File: src/logic/chp_consts.svh
// offsets, field positions, reset values and fixed codes of the codec host register port
`ifndef CHP_CONSTS_SVH
`define CHP_CONSTS_SVH

// register_select_lines values
`define CHP_SEL_INDEX 2'h0
`define CHP_SEL_DATA 2'h1
`define CHP_SEL_STATUS 2'h2
`define CHP_SEL_PIO 2'h3

// indirect_index values held in this block
`define CHP_IX_LEFT_INPUT 4'h0
`define CHP_IX_RIGHT_INPUT 4'h1
`define CHP_IX_LEFT_AUX1 4'h2
`define CHP_IX_RIGHT_AUX1 4'h3

// reset values, and the bytes read while initializing and from an unmapped index
`define CHP_RST_INPUT_CTRL 8'h00
`define CHP_RST_AUX1_CTRL 8'h80
`define CHP_RST_STATUS 8'hCC
`define CHP_RST_INDEX 4'h0
`define CHP_INIT_READ 8'h80
`define CHP_UNMAPPED_READ 8'h00

// index register field
`define CHP_IDX_INIT_BIT 7

// status register fields
`define CHP_ST_INT 0
`define CHP_ST_PLAYBACK_BYTE_READY 1
`define CHP_ST_PCHAN 2
`define CHP_ST_PHALF 3
`define CHP_ST_SAMPLE_OVERRUN_UNDERRUN 4
`define CHP_ST_CAPTURE_BYTE_READY 5
`define CHP_ST_CCHAN 6
`define CHP_ST_CHALF 7

// input control fields
`define CHP_IN_GAIN_LSB 0
`define CHP_IN_GAIN_MSB 3
`define CHP_IN_BOOST_BIT 5
`define CHP_IN_SRC_LSB 6
`define CHP_IN_SRC_MSB 7
`define CHP_IN_WMASK 8'hEF

// aux1 control fields
`define CHP_AX_LEVEL_LSB 0
`define CHP_AX_LEVEL_MSB 4
`define CHP_AX_MUTE_BIT 7
`define CHP_AX_WMASK 8'h9F

`endif

File: src/logic/chp_pkg.sv
// types of the codec host register port
package chp_pkg;

    typedef enum logic [2:0] {
        CHP_BUS_IDLE = 3'b001,
        CHP_BUS_READ = 3'b010,
        CHP_BUS_WRITE = 3'b100
    } chp_bus_state_e;

    typedef logic [2:0] chp_count_t;

endpackage

File: src/logic/chp_codec_host_port.sv
// host register port of the stereo codec: data window, status, pio bytes, input and aux1 controls
`timescale 1ns/10ps
`include "chp_consts.svh"
// Operation
// RULE_01: select 1 accesses the indexed register
// RULE_02: initializing: window ignores writes, reads 80h
// RULE_03: interrupt flag sticky, any status write clears
// RULE_04: interrupt pin shows flag when gate on
// RULE_05: only counter underflow sets the flag
// RULE_06: playback ready when byte register may load
// RULE_07: playback side bit: 0 right, 1 left/mono
// RULE_08: playback half: 0 lower, 1 upper/8-bit
// RULE_09: over/underrun bit updated every sample
// RULE_10: capture ready when byte data fresh
// RULE_11: capture side and half bits reported
// RULE_12: ready/interrupt bits may rise during reads
// RULE_13: status resets to 1100 1100
// RULE_14: select 3: writes playback, reads capture
// RULE_15: initializing: pio writes ignored, reads 80h
// RULE_16: capture reads advance, hold on last byte
// RULE_17: playback writes advance, extras ignored, reset on take
// RULE_18: host writes index, then uses window
// RULE_19: input gain 4 bits and mic boost
// RULE_20: source select per channel, reset zero
// RULE_21: aux1 level 5 bits, 8 is unity
// RULE_22: aux1 mute bit 7, reset 80h
// RULE_23: index low four bits readable and writable
module chp_codec_host_port
    import chp_pkg::*;
(
    // clock and reset
    input wire logic clock_in,
    input wire logic rst_n_in,
    // host bus pins
    input wire logic host_cs_n_in,
    input wire logic host_rd_n_in,
    input wire logic host_wr_n_in,
    input wire logic [1:0] register_select_lines_in,
    input wire logic [7:0] host_data_in,
    output logic [7:0] host_data_out,
    output logic host_data_oe_out,
    output logic irq_out,
    // codec core state
    input wire logic init_busy_in,
    input wire logic irq_pin_gate_in,
    input wire logic counter_underflow_in,
    input wire logic eight_bit_mode_in,
    input wire logic stereo_mode_in,
    input wire logic playback_pio_enable_in,
    input wire logic capture_pio_enable_in,
    input wire logic capture_overrun_flag_in,
    input wire logic playback_underrun_flag_in,
    input wire logic sample_tick_in,
    // capture sample from the converters
    input wire logic capture_sample_in,
    input wire logic [15:0] capture_left_in,
    input wire logic [15:0] capture_right_in,
    // playback sample to the converters
    input wire logic playback_take_in,
    output logic [15:0] playback_left_out,
    output logic [15:0] playback_right_out,
    // control fields
    output logic [3:0] indirect_index_out,
    output logic [3:0] left_input_gain_out,
    output logic [3:0] right_input_gain_out,
    output logic left_mic_boost_out,
    output logic right_mic_boost_out,
    output logic [1:0] left_source_select_out,
    output logic [1:0] right_source_select_out,
    output logic [4:0] left_aux1_level_out,
    output logic [4:0] right_aux1_level_out,
    output logic left_aux1_mute_out,
    output logic right_aux1_mute_out
);

    ////////////////////////////////////////////////////////////////////////////////
    // helpers

    function automatic chp_count_t bytes_needed(input logic eight, input logic stereo);
        chp_count_t n;
        n = eight ? 3'h1 : 3'h2;
        bytes_needed = stereo ? chp_count_t'({n[1:0], 1'b0}) : n;
    endfunction

    // left when mono or still in the first half of the sample
    function automatic logic side_bit(input chp_count_t cnt, input logic eight, input logic stereo);
        chp_count_t half;
        half = eight ? 3'h1 : 3'h2;
        side_bit = !stereo || (cnt < half);
    endfunction

    function automatic logic half_bit(input chp_count_t cnt, input logic eight);
        half_bit = eight || cnt[0];
    endfunction

    // byte position inside {right, left}; 8-bit data sits in the upper byte of each word
    function automatic logic [1:0] byte_slot(input chp_count_t cnt, input logic eight, input logic stereo);
        logic right;
        right = !side_bit(cnt, eight, stereo);
        byte_slot = {right, eight | cnt[0]};
    endfunction

    ////////////////////////////////////////////////////////////////////////////////
    // pin synchronisers: stage 1 feeds stage 2 only, stage 3 is an edge history and also supplies write select and write data

    localparam int PW = 13;
    logic [PW-1:0] pin_s1_r;
    logic [PW-1:0] pin_s2_r;
    logic [PW-1:0] pin_s3_r;

    always_ff @(posedge clock_in) begin
        if (!rst_n_in) begin
            pin_s1_r <= 13'h1C00;
            pin_s2_r <= 13'h1C00;
            pin_s3_r <= 13'h1C00;
        end else begin
            pin_s1_r <= {host_cs_n_in, host_rd_n_in, host_wr_n_in, register_select_lines_in, host_data_in};
            pin_s2_r <= pin_s1_r;
            pin_s3_r <= pin_s2_r;
        end
    end

    logic rd_start;
    logic wr_end;
    logic [1:0] rd_sel;
    logic [1:0] wr_sel;
    logic [7:0] wr_data;

    assign rd_start = !pin_s2_r[12] && !pin_s2_r[11] && pin_s3_r[11];
    assign wr_end = !pin_s3_r[12] && pin_s2_r[10] && !pin_s3_r[10];
    assign rd_sel = pin_s2_r[9:8];
    assign wr_sel = pin_s3_r[9:8];
    assign wr_data = pin_s3_r[7:0];

    logic win_wr;
    logic status_wr;
    logic pio_wr;
    logic pio_rd;
    assign win_wr = wr_end && wr_sel == `CHP_SEL_DATA && !init_busy_in;       // see RULE_01, see RULE_02
    assign status_wr = wr_end && wr_sel == `CHP_SEL_STATUS;
    assign pio_wr = wr_end && wr_sel == `CHP_SEL_PIO && !init_busy_in;        // see RULE_14, see RULE_15
    assign pio_rd = rd_start && rd_sel == `CHP_SEL_PIO && !init_busy_in;

    ////////////////////////////////////////////////////////////////////////////////
    // host cycle tracking and output enable

    chp_bus_state_e bus_r;

    always_ff @(posedge clock_in) begin
        if (!rst_n_in) begin
            bus_r <= CHP_BUS_IDLE;
        end else begin
            case (bus_r)
                CHP_BUS_IDLE: begin
                    if (rd_start) begin
                        bus_r <= CHP_BUS_READ;
                    end else if (!pin_s2_r[12] && !pin_s2_r[10]) begin
                        bus_r <= CHP_BUS_WRITE;
                    end
                end
                CHP_BUS_READ: begin
                    if (pin_s2_r[11] || pin_s2_r[12]) begin
                        bus_r <= CHP_BUS_IDLE;
                    end
                end
                CHP_BUS_WRITE: begin
                    if (pin_s2_r[10]) begin
                        bus_r <= CHP_BUS_IDLE;
                    end
                end
                default: bus_r <= CHP_BUS_IDLE;
            endcase
        end
    end

    always_ff @(posedge clock_in) begin
        if (!rst_n_in) begin
            host_data_oe_out <= 1'b0;
        end else begin
            host_data_oe_out <= (bus_r == CHP_BUS_READ) && !pin_s2_r[11] && !pin_s2_r[12];
        end
    end

    ////////////////////////////////////////////////////////////////////////////////
    // index and indirect control registers

    logic [7:0] left_input_r;
    logic [7:0] right_input_r;
    logic [7:0] left_aux1_r;
    logic [7:0] right_aux1_r;

    always_ff @(posedge clock_in) begin
        if (!rst_n_in) begin
            indirect_index_out <= `CHP_RST_INDEX;
        end else if (wr_end && wr_sel == `CHP_SEL_INDEX && !init_busy_in) begin
            indirect_index_out <= wr_data[3:0];                               // see RULE_23, see RULE_18
        end
    end

    always_ff @(posedge clock_in) begin
        if (!rst_n_in) begin
            left_input_r <= `CHP_RST_INPUT_CTRL;                              // see RULE_20
            right_input_r <= `CHP_RST_INPUT_CTRL;
            left_aux1_r <= `CHP_RST_AUX1_CTRL;                                // see RULE_22
            right_aux1_r <= `CHP_RST_AUX1_CTRL;
        end else if (win_wr) begin
            case (indirect_index_out)
                `CHP_IX_LEFT_INPUT: left_input_r <= wr_data & `CHP_IN_WMASK;  // see RULE_19
                `CHP_IX_RIGHT_INPUT: right_input_r <= wr_data & `CHP_IN_WMASK;
                `CHP_IX_LEFT_AUX1: left_aux1_r <= wr_data & `CHP_AX_WMASK;    // see RULE_21
                `CHP_IX_RIGHT_AUX1: right_aux1_r <= wr_data & `CHP_AX_WMASK;
                default: ;
            endcase
        end
    end

    assign left_input_gain_out = left_input_r[`CHP_IN_GAIN_MSB:`CHP_IN_GAIN_LSB];
    assign right_input_gain_out = right_input_r[`CHP_IN_GAIN_MSB:`CHP_IN_GAIN_LSB];
    assign left_mic_boost_out = left_input_r[`CHP_IN_BOOST_BIT];
    assign right_mic_boost_out = right_input_r[`CHP_IN_BOOST_BIT];
    assign left_source_select_out = left_input_r[`CHP_IN_SRC_MSB:`CHP_IN_SRC_LSB];
    assign right_source_select_out = right_input_r[`CHP_IN_SRC_MSB:`CHP_IN_SRC_LSB];
    assign left_aux1_level_out = left_aux1_r[`CHP_AX_LEVEL_MSB:`CHP_AX_LEVEL_LSB];
    assign right_aux1_level_out = right_aux1_r[`CHP_AX_LEVEL_MSB:`CHP_AX_LEVEL_LSB];
    assign left_aux1_mute_out = left_aux1_r[`CHP_AX_MUTE_BIT];
    assign right_aux1_mute_out = right_aux1_r[`CHP_AX_MUTE_BIT];

    ////////////////////////////////////////////////////////////////////////////////
    // interrupt flag and pin

    logic int_flag_r;

    always_ff @(posedge clock_in) begin
        if (!rst_n_in) begin
            int_flag_r <= 1'b0;
        end else begin
            // a new underflow beats a coincident clearing write
            int_flag_r <= counter_underflow_in || (int_flag_r && !status_wr);  // see RULE_03, see RULE_05
        end
    end

    always_ff @(posedge clock_in) begin
        if (!rst_n_in) begin
            irq_out <= 1'b0;
        end else begin
            irq_out <= int_flag_r && irq_pin_gate_in;                           // see RULE_04
        end
    end

    ////////////////////////////////////////////////////////////////////////////////
    // capture byte tracker

    chp_count_t need;
    assign need = bytes_needed(eight_bit_mode_in, stereo_mode_in);

    logic [31:0] cap_word_r;
    chp_count_t cap_cnt_r;
    logic cap_fresh_r;
    logic [7:0] cap_byte;
    assign cap_byte = cap_word_r[8*byte_slot(cap_cnt_r, eight_bit_mode_in, stereo_mode_in) +: 8];

    always_ff @(posedge clock_in) begin
        if (!rst_n_in) begin
            cap_word_r <= 32'h0000_0000;
            cap_cnt_r <= 3'h0;
            cap_fresh_r <= 1'b0;
        end else if (capture_sample_in) begin
            cap_word_r <= {capture_right_in, capture_left_in};
            cap_cnt_r <= 3'h0;                                                  // see RULE_16
            cap_fresh_r <= capture_pio_enable_in;
        end else if (pio_rd) begin
            if (cap_cnt_r + 3'h1 < need) begin
                cap_cnt_r <= cap_cnt_r + 3'h1;                                  // see RULE_16
            end else begin
                cap_fresh_r <= 1'b0;                                            // see RULE_10
            end
        end
    end

    ////////////////////////////////////////////////////////////////////////////////
    // playback byte tracker

    logic [31:0] pb_word_r;
    chp_count_t pb_cnt_r;
    chp_count_t pb_eff;
    logic pb_accept;
    assign pb_eff = playback_take_in ? 3'h0 : pb_cnt_r;
    assign pb_accept = pio_wr && pb_eff < need;                                 // see RULE_17

    always_ff @(posedge clock_in) begin
        if (!rst_n_in) begin
            pb_word_r <= 32'h0000_0000;
        end else if (pb_accept) begin
            pb_word_r[8*byte_slot(pb_eff, eight_bit_mode_in, stereo_mode_in) +: 8] <= wr_data;
        end
    end

    always_ff @(posedge clock_in) begin
        if (!rst_n_in) begin
            pb_cnt_r <= 3'h0;
        end else begin
            pb_cnt_r <= pb_accept ? pb_eff + 3'h1 : pb_eff;                     // see RULE_17
        end
    end

    always_ff @(posedge clock_in) begin
        if (!rst_n_in) begin
            playback_left_out <= 16'h0000;
            playback_right_out <= 16'h0000;
        end else if (playback_take_in) begin
            playback_left_out <= pb_word_r[15:0];
            playback_right_out <= stereo_mode_in ? pb_word_r[31:16] : pb_word_r[15:0];
        end
    end

    ////////////////////////////////////////////////////////////////////////////////
    // status register, sampled so a host read sees one consistent snapshot

    logic [7:0] status_r;
    logic sample_overrun_underrun_r;

    always_ff @(posedge clock_in) begin
        if (!rst_n_in) begin
            sample_overrun_underrun_r <= 1'b0;
        end else if (sample_tick_in) begin
            sample_overrun_underrun_r <= capture_overrun_flag_in || playback_underrun_flag_in;     // see RULE_09
        end
    end

    always_ff @(posedge clock_in) begin
        if (!rst_n_in) begin
            status_r <= `CHP_RST_STATUS;                                        // see RULE_13
        end else begin
            status_r[`CHP_ST_INT] <= int_flag_r;
            status_r[`CHP_ST_PLAYBACK_BYTE_READY] <= playback_pio_enable_in && pb_cnt_r < need;  // see RULE_06
            status_r[`CHP_ST_PCHAN] <= side_bit(pb_cnt_r, eight_bit_mode_in, stereo_mode_in);  // see RULE_07
            status_r[`CHP_ST_PHALF] <= half_bit(pb_cnt_r, eight_bit_mode_in);   // see RULE_08
            status_r[`CHP_ST_SAMPLE_OVERRUN_UNDERRUN] <= sample_overrun_underrun_r;
            status_r[`CHP_ST_CAPTURE_BYTE_READY] <= cap_fresh_r;                              // see RULE_10
            status_r[`CHP_ST_CCHAN] <= side_bit(cap_cnt_r, eight_bit_mode_in, stereo_mode_in);  // see RULE_11
            status_r[`CHP_ST_CHALF] <= half_bit(cap_cnt_r, eight_bit_mode_in);  // see RULE_11
        end
    end

    ////////////////////////////////////////////////////////////////////////////////
    // read data, latched once at the start of a read; a bit rising later shows next access

    logic [7:0] win_byte;

    always_comb begin
        case (indirect_index_out)
            `CHP_IX_LEFT_INPUT: win_byte = left_input_r;
            `CHP_IX_RIGHT_INPUT: win_byte = right_input_r;
            `CHP_IX_LEFT_AUX1: win_byte = left_aux1_r;
            `CHP_IX_RIGHT_AUX1: win_byte = right_aux1_r;
            default: win_byte = `CHP_UNMAPPED_READ;
        endcase
    end

    always_ff @(posedge clock_in) begin
        if (!rst_n_in) begin
            host_data_out <= 8'h00;
        end else if (rd_start) begin
            case (rd_sel)
                `CHP_SEL_INDEX: host_data_out <= init_busy_in ? `CHP_INIT_READ : {4'h0, indirect_index_out};
                `CHP_SEL_DATA: host_data_out <= init_busy_in ? `CHP_INIT_READ : win_byte;  // see RULE_01, see RULE_02
                `CHP_SEL_STATUS: host_data_out <= status_r;                     // see RULE_12
                `CHP_SEL_PIO: host_data_out <= init_busy_in ? `CHP_INIT_READ : cap_byte;   // see RULE_14, see RULE_15
                default: host_data_out <= 8'h00;
            endcase
        end
    end

endmodule

File: config.mk
export PLATFORM = sky130hd
export DESIGN_NAME = chp_codec_host_port
export DESIGN_NICKNAME = d
export VERILOG_FILES = /design/src/logic/chp_pkg.sv /design/src/logic/chp_codec_host_port.sv
export VERILOG_INCLUDE_DIRS = /design/src /design/src/logic
export SDC_FILE = /design/constraint.sdc
export NUM_CORES = 1
export LEC_CHECK = 0
export BUFFER_PORTS_ARGS = -buffer_cell sky130_fd_sc_hd__buf_4
export CORE_MARGIN = 5
export CORE_UTILIZATION = 51
export CTS_BUF_LIST = sky130_fd_sc_hd__clkbuf_16
export DETAILED_ROUTE_END_ITERATION = 10
export GPL_ROUTABILITY_DRIVEN = 0
export MAX_ROUTING_LAYER = met4
export PLACE_DENSITY_LB_ADDON = 0.2
export SLEW_MARGIN = 20
export SYNTH_ARGS = -nofsm -noshare
export SYNTH_HDL_FRONTEND = slang
export SYNTH_SLANG_ARGS = --single-unit
File: constraint.sdc
create_clock -name clock_in -period 2.4 [get_ports clock_in]
set_clock_uncertainty 0.05 [all_clocks]
set_input_delay 0.36 -clock clock_in [delete_from_list [all_inputs] [get_ports clock_in]]
set_output_delay 0.36 -clock clock_in [all_outputs]
set_load 0.005 [all_outputs]
==> results.json <==
{
  "outcome": "finished, final reports clean",
  "drc": 0,
  "finalHoldViolations": 0,
  "routed_via_density": 5.35,
  "cpMostUsedCell": "ha_1",
  "die_area_um2": 18300,
  "crit_fanout": 8,
  "fillers": 1248,
  "rsz0062_at_grt": "false",
  "drt-initial-drc-count": 503,
  "vias": 6103,
  "core_um2": 15300,
  "synth_area_leaders": "dfxtp_1 (49%), mux2i_1 (16%), nor2_1 (5.2%)",
  "ys_seq_area_share_pct": 48.8,
  "max_freq_mhz": 448,
  "yosysWarningCount": 0,
  "synth_commonest_cells": "dfxtp_1 (195), mux2i_1 (131), nor2_1 (111), nand2_1 (48), clkbuf_1 (42)",
  "ios": 131,
  "path_clk_slew_ps": 70,
  "diodes": 0,
  "slew_headroom_pct": 56.9,
  "final_nets": 992,
  "clock-sinks": 195,
  "num_rows": 45,
  "worstSetupStartpoint": "pb_cnt_r[1]",
  "yosys_most_used_dff": "dfxtp_1",
  "cts_tree": "built",
  "min_period_over_period_pct": 93.1,
  "power_density_nw_per_um2": 661,
  "cts_hold_buffers": 0,
  "power.leakage_nw": 4.28,
  "syn_nets": 874,
  "synth_edf_count": 0,
  "grt_max_degree": 57,
  "syn_area_um2": 7990,
  "io_buffer_count": 130,
  "worstPathArrival_ps": 2540,
  "synth_cell_types": 51,
  "grt-ovfl-total": 0,
  "clk_latency_ps": 430,
  "synth_cells": 798,
  "routed_wl_mm": 18.9,
  "cts.root.buffer_cell": "clkbuf_16",
  "track_usage_pct": 21.8,
  "synth_area_per_cell_um2": 10.0,
  "area_delta_synth_final_pct": 22.6,
  "grt_antenna_before_repair": 0,
  "synth_area_leader_cell": "dfxtp_1",
  "wl_per_cell_um": 16.6,
  "startpoint_type": "register",
  "slew_viol_final": 0,
  "regToRegStartpoint": "pb_cnt_r[1]",
  "ant_nets": 0,
  "grt_pass1_wl_mm": 31.0,
  "clk_path_buf_depth": 2,
  "max_cap_viol_count": 0,
  "fin_util_pct": 64.0,
  "worstPathBufferInverterCount": 1,
  "synth_top_area_share_pct": 48.8,
  "first_pass_iters": 6,
  "worst_pin_slew_ps": 646,
  "synth.ff_latch_count": 195,
  "setup_viol": 0,
  "critical_path_class": "register to register",
  "drive_above_1_share_pct": 22.3,
  "cp_cell_sequence": "nor2b_2, ha_1, a211oi_2, nand2b_4, ha_1, and3_1, buf_12, mux2i_1",
  "grt_pass1_vias": 6126,
  "critical_path_required_ps": 2700,
  "final.setup.tns_ps": 0,
  "start_util_pct": 52.2,
  "cts_buffers": 17,
  "die_width_um": 135,
  "critPathTopFamily": "simple AND/OR/NAND/NOR gates",
  "fin_crit_ps": 2230,
  "worst_path_largest_cell_delay_ps": 380,
  "cts_max_level": 4,
  "synthArstFlopShare_pct": 0,
  "post_cts_buffers": 0,
  "hold_start": "host_cs_n_in",
  "chipHeight_um": 135,
  "endpoint_kind": "register",
  "irDropWorstVdd_mv": 0.550,
  "cp_slowest_cell": "dfxtp_1",
  "hp-class": "input port to register",
  "yosysMostFrequentCell": "dfxtp_1",
  "hpwl_mm": 13.9
}
registers in the layout, indices dropped and copies added (netlist names):
name and cells:
bus_r 3, cap_cnt_r 3, cap_fresh_r 1, cap_word_r 32
host_data_oe_out 1, host_data_out 8, indirect_index_out 4, int_flag_r 1
irq_out 1, left_aux1_r 6, left_input_r 7, pb_cnt_r 3
pb_word_r 32, pin_s1_r 13, pin_s2_r 13, pin_s3_r 13
playback_left_out 16, playback_right_out 16, right_aux1_r 6, right_input_r 7
sample_overrun_underrun_r 1, status_r 8
cell type report:
class / count / area (um^2) / share of cell area, %
clock buffer: 17 / 425 / 4.34
inverter: 13 / 48.8 / 0.498
tap: 211 / 264 / 2.69
multi-input combinational: 536 / 3860 / 39.4
sequential: 195 / 3900 / 39.8
timing repair buffer: 153 / 1190 / 12.1
clock inverter: 15 / 111 / 1.14
cells in the final DEF, fill, tap and decap left out, types with 3 or more instances in the layout:
cell type / count
o21ai_0: 19
inv_1: 19
mux2i_1: 131
and3_1: 3
o31ai_1: 3
nor2b_1: 9
ha_1: 17
clkbuf_16: 17
a21oi_1: 16
nor3b_1: 6
nand2b_1: 18
clkinv_1: 4
nand3_1: 37
a221oi_1: 4
nor3_1: 5
buf_12: 3
nor2_1: 111
buf_4: 150
nand2_1: 48
a222oi_1: 3
xor2_1: 3
and2_1: 33
dfxtp_1: 195
mux4_2: 12
a211oi_1: 17
layer usage:
layer | global-route usage [%] | part of all wire (%)
met2 | 34.2 | 47
met4 | 7.61 | 2.0
met1 | 27.9 | 45
met5 | - | 0
met3 | 4.72 | 6.1
path summary, 6_finish.rpt:
check | endpoint | slack, ps | cells past startpoint
setup / recovery | pb_word_r[3] | 170 | 8
hold / removal | pin_s1_r[12] | 60 | 2
setup reg to reg | pb_word_r[3] | 170 | 8
hold reg to reg | pin_s2_r[11] | 360 | 1
through the flow:
step / cells / power, W / cell area, um^2 / setup WS, ps / hold slack, ps
4_1_cts: 1140 / 0.00652 / 9780 / 71.2 / 45.1
3_5_place_dp: 1108 / 0.00391 / 9240 / -80.2 / 346
2_1_floorplan: 798 / 0.00372 / 8000 / 18.7 / 336
5_1_grt: 1140 / 0.00671 / 9800 / 37.3 / 55.9
6_report: 1140 / 0.00648 / 9800 / 166 / 55.9
3_3_place_gp: 1108 / 0.00389 / 9240 / 58.0 / 351
cells by family after synthesis:
| group | after synthesis | share of synthesized area, % |
|---|---|---|
| adders and majority gates | 17 | 2.66 |
| and+or+nand+nor | 295 | 18.5 |
| DFF | 195 | 48.8 |
| xor gates and xnor gates | 3 | 0.329 |
| buffers and inverters | 67 | 3.30 |
| muxes | 145 | 20.1 |
| AOI/OAI and AO/OA | 76 | 6.26 |
timing repair:
| action | in CTS | in global routing |
|---|---|---|
| setup endpoints to repair | 0 | 23 |
| endpoints found under the hold margin | 0 | 0 |
| gates resized for setup | 0 | 7 |
power by group:
group          total [W]  switching [W]  internal [W]
Clock            0.00263        0.00114       0.00149
Sequential       0.00338      0.0000521       0.00332
Combinational   0.000471       0.000242      0.000230
Total            0.00648        0.00144       0.00504
(Power assumes the default switching activity.)
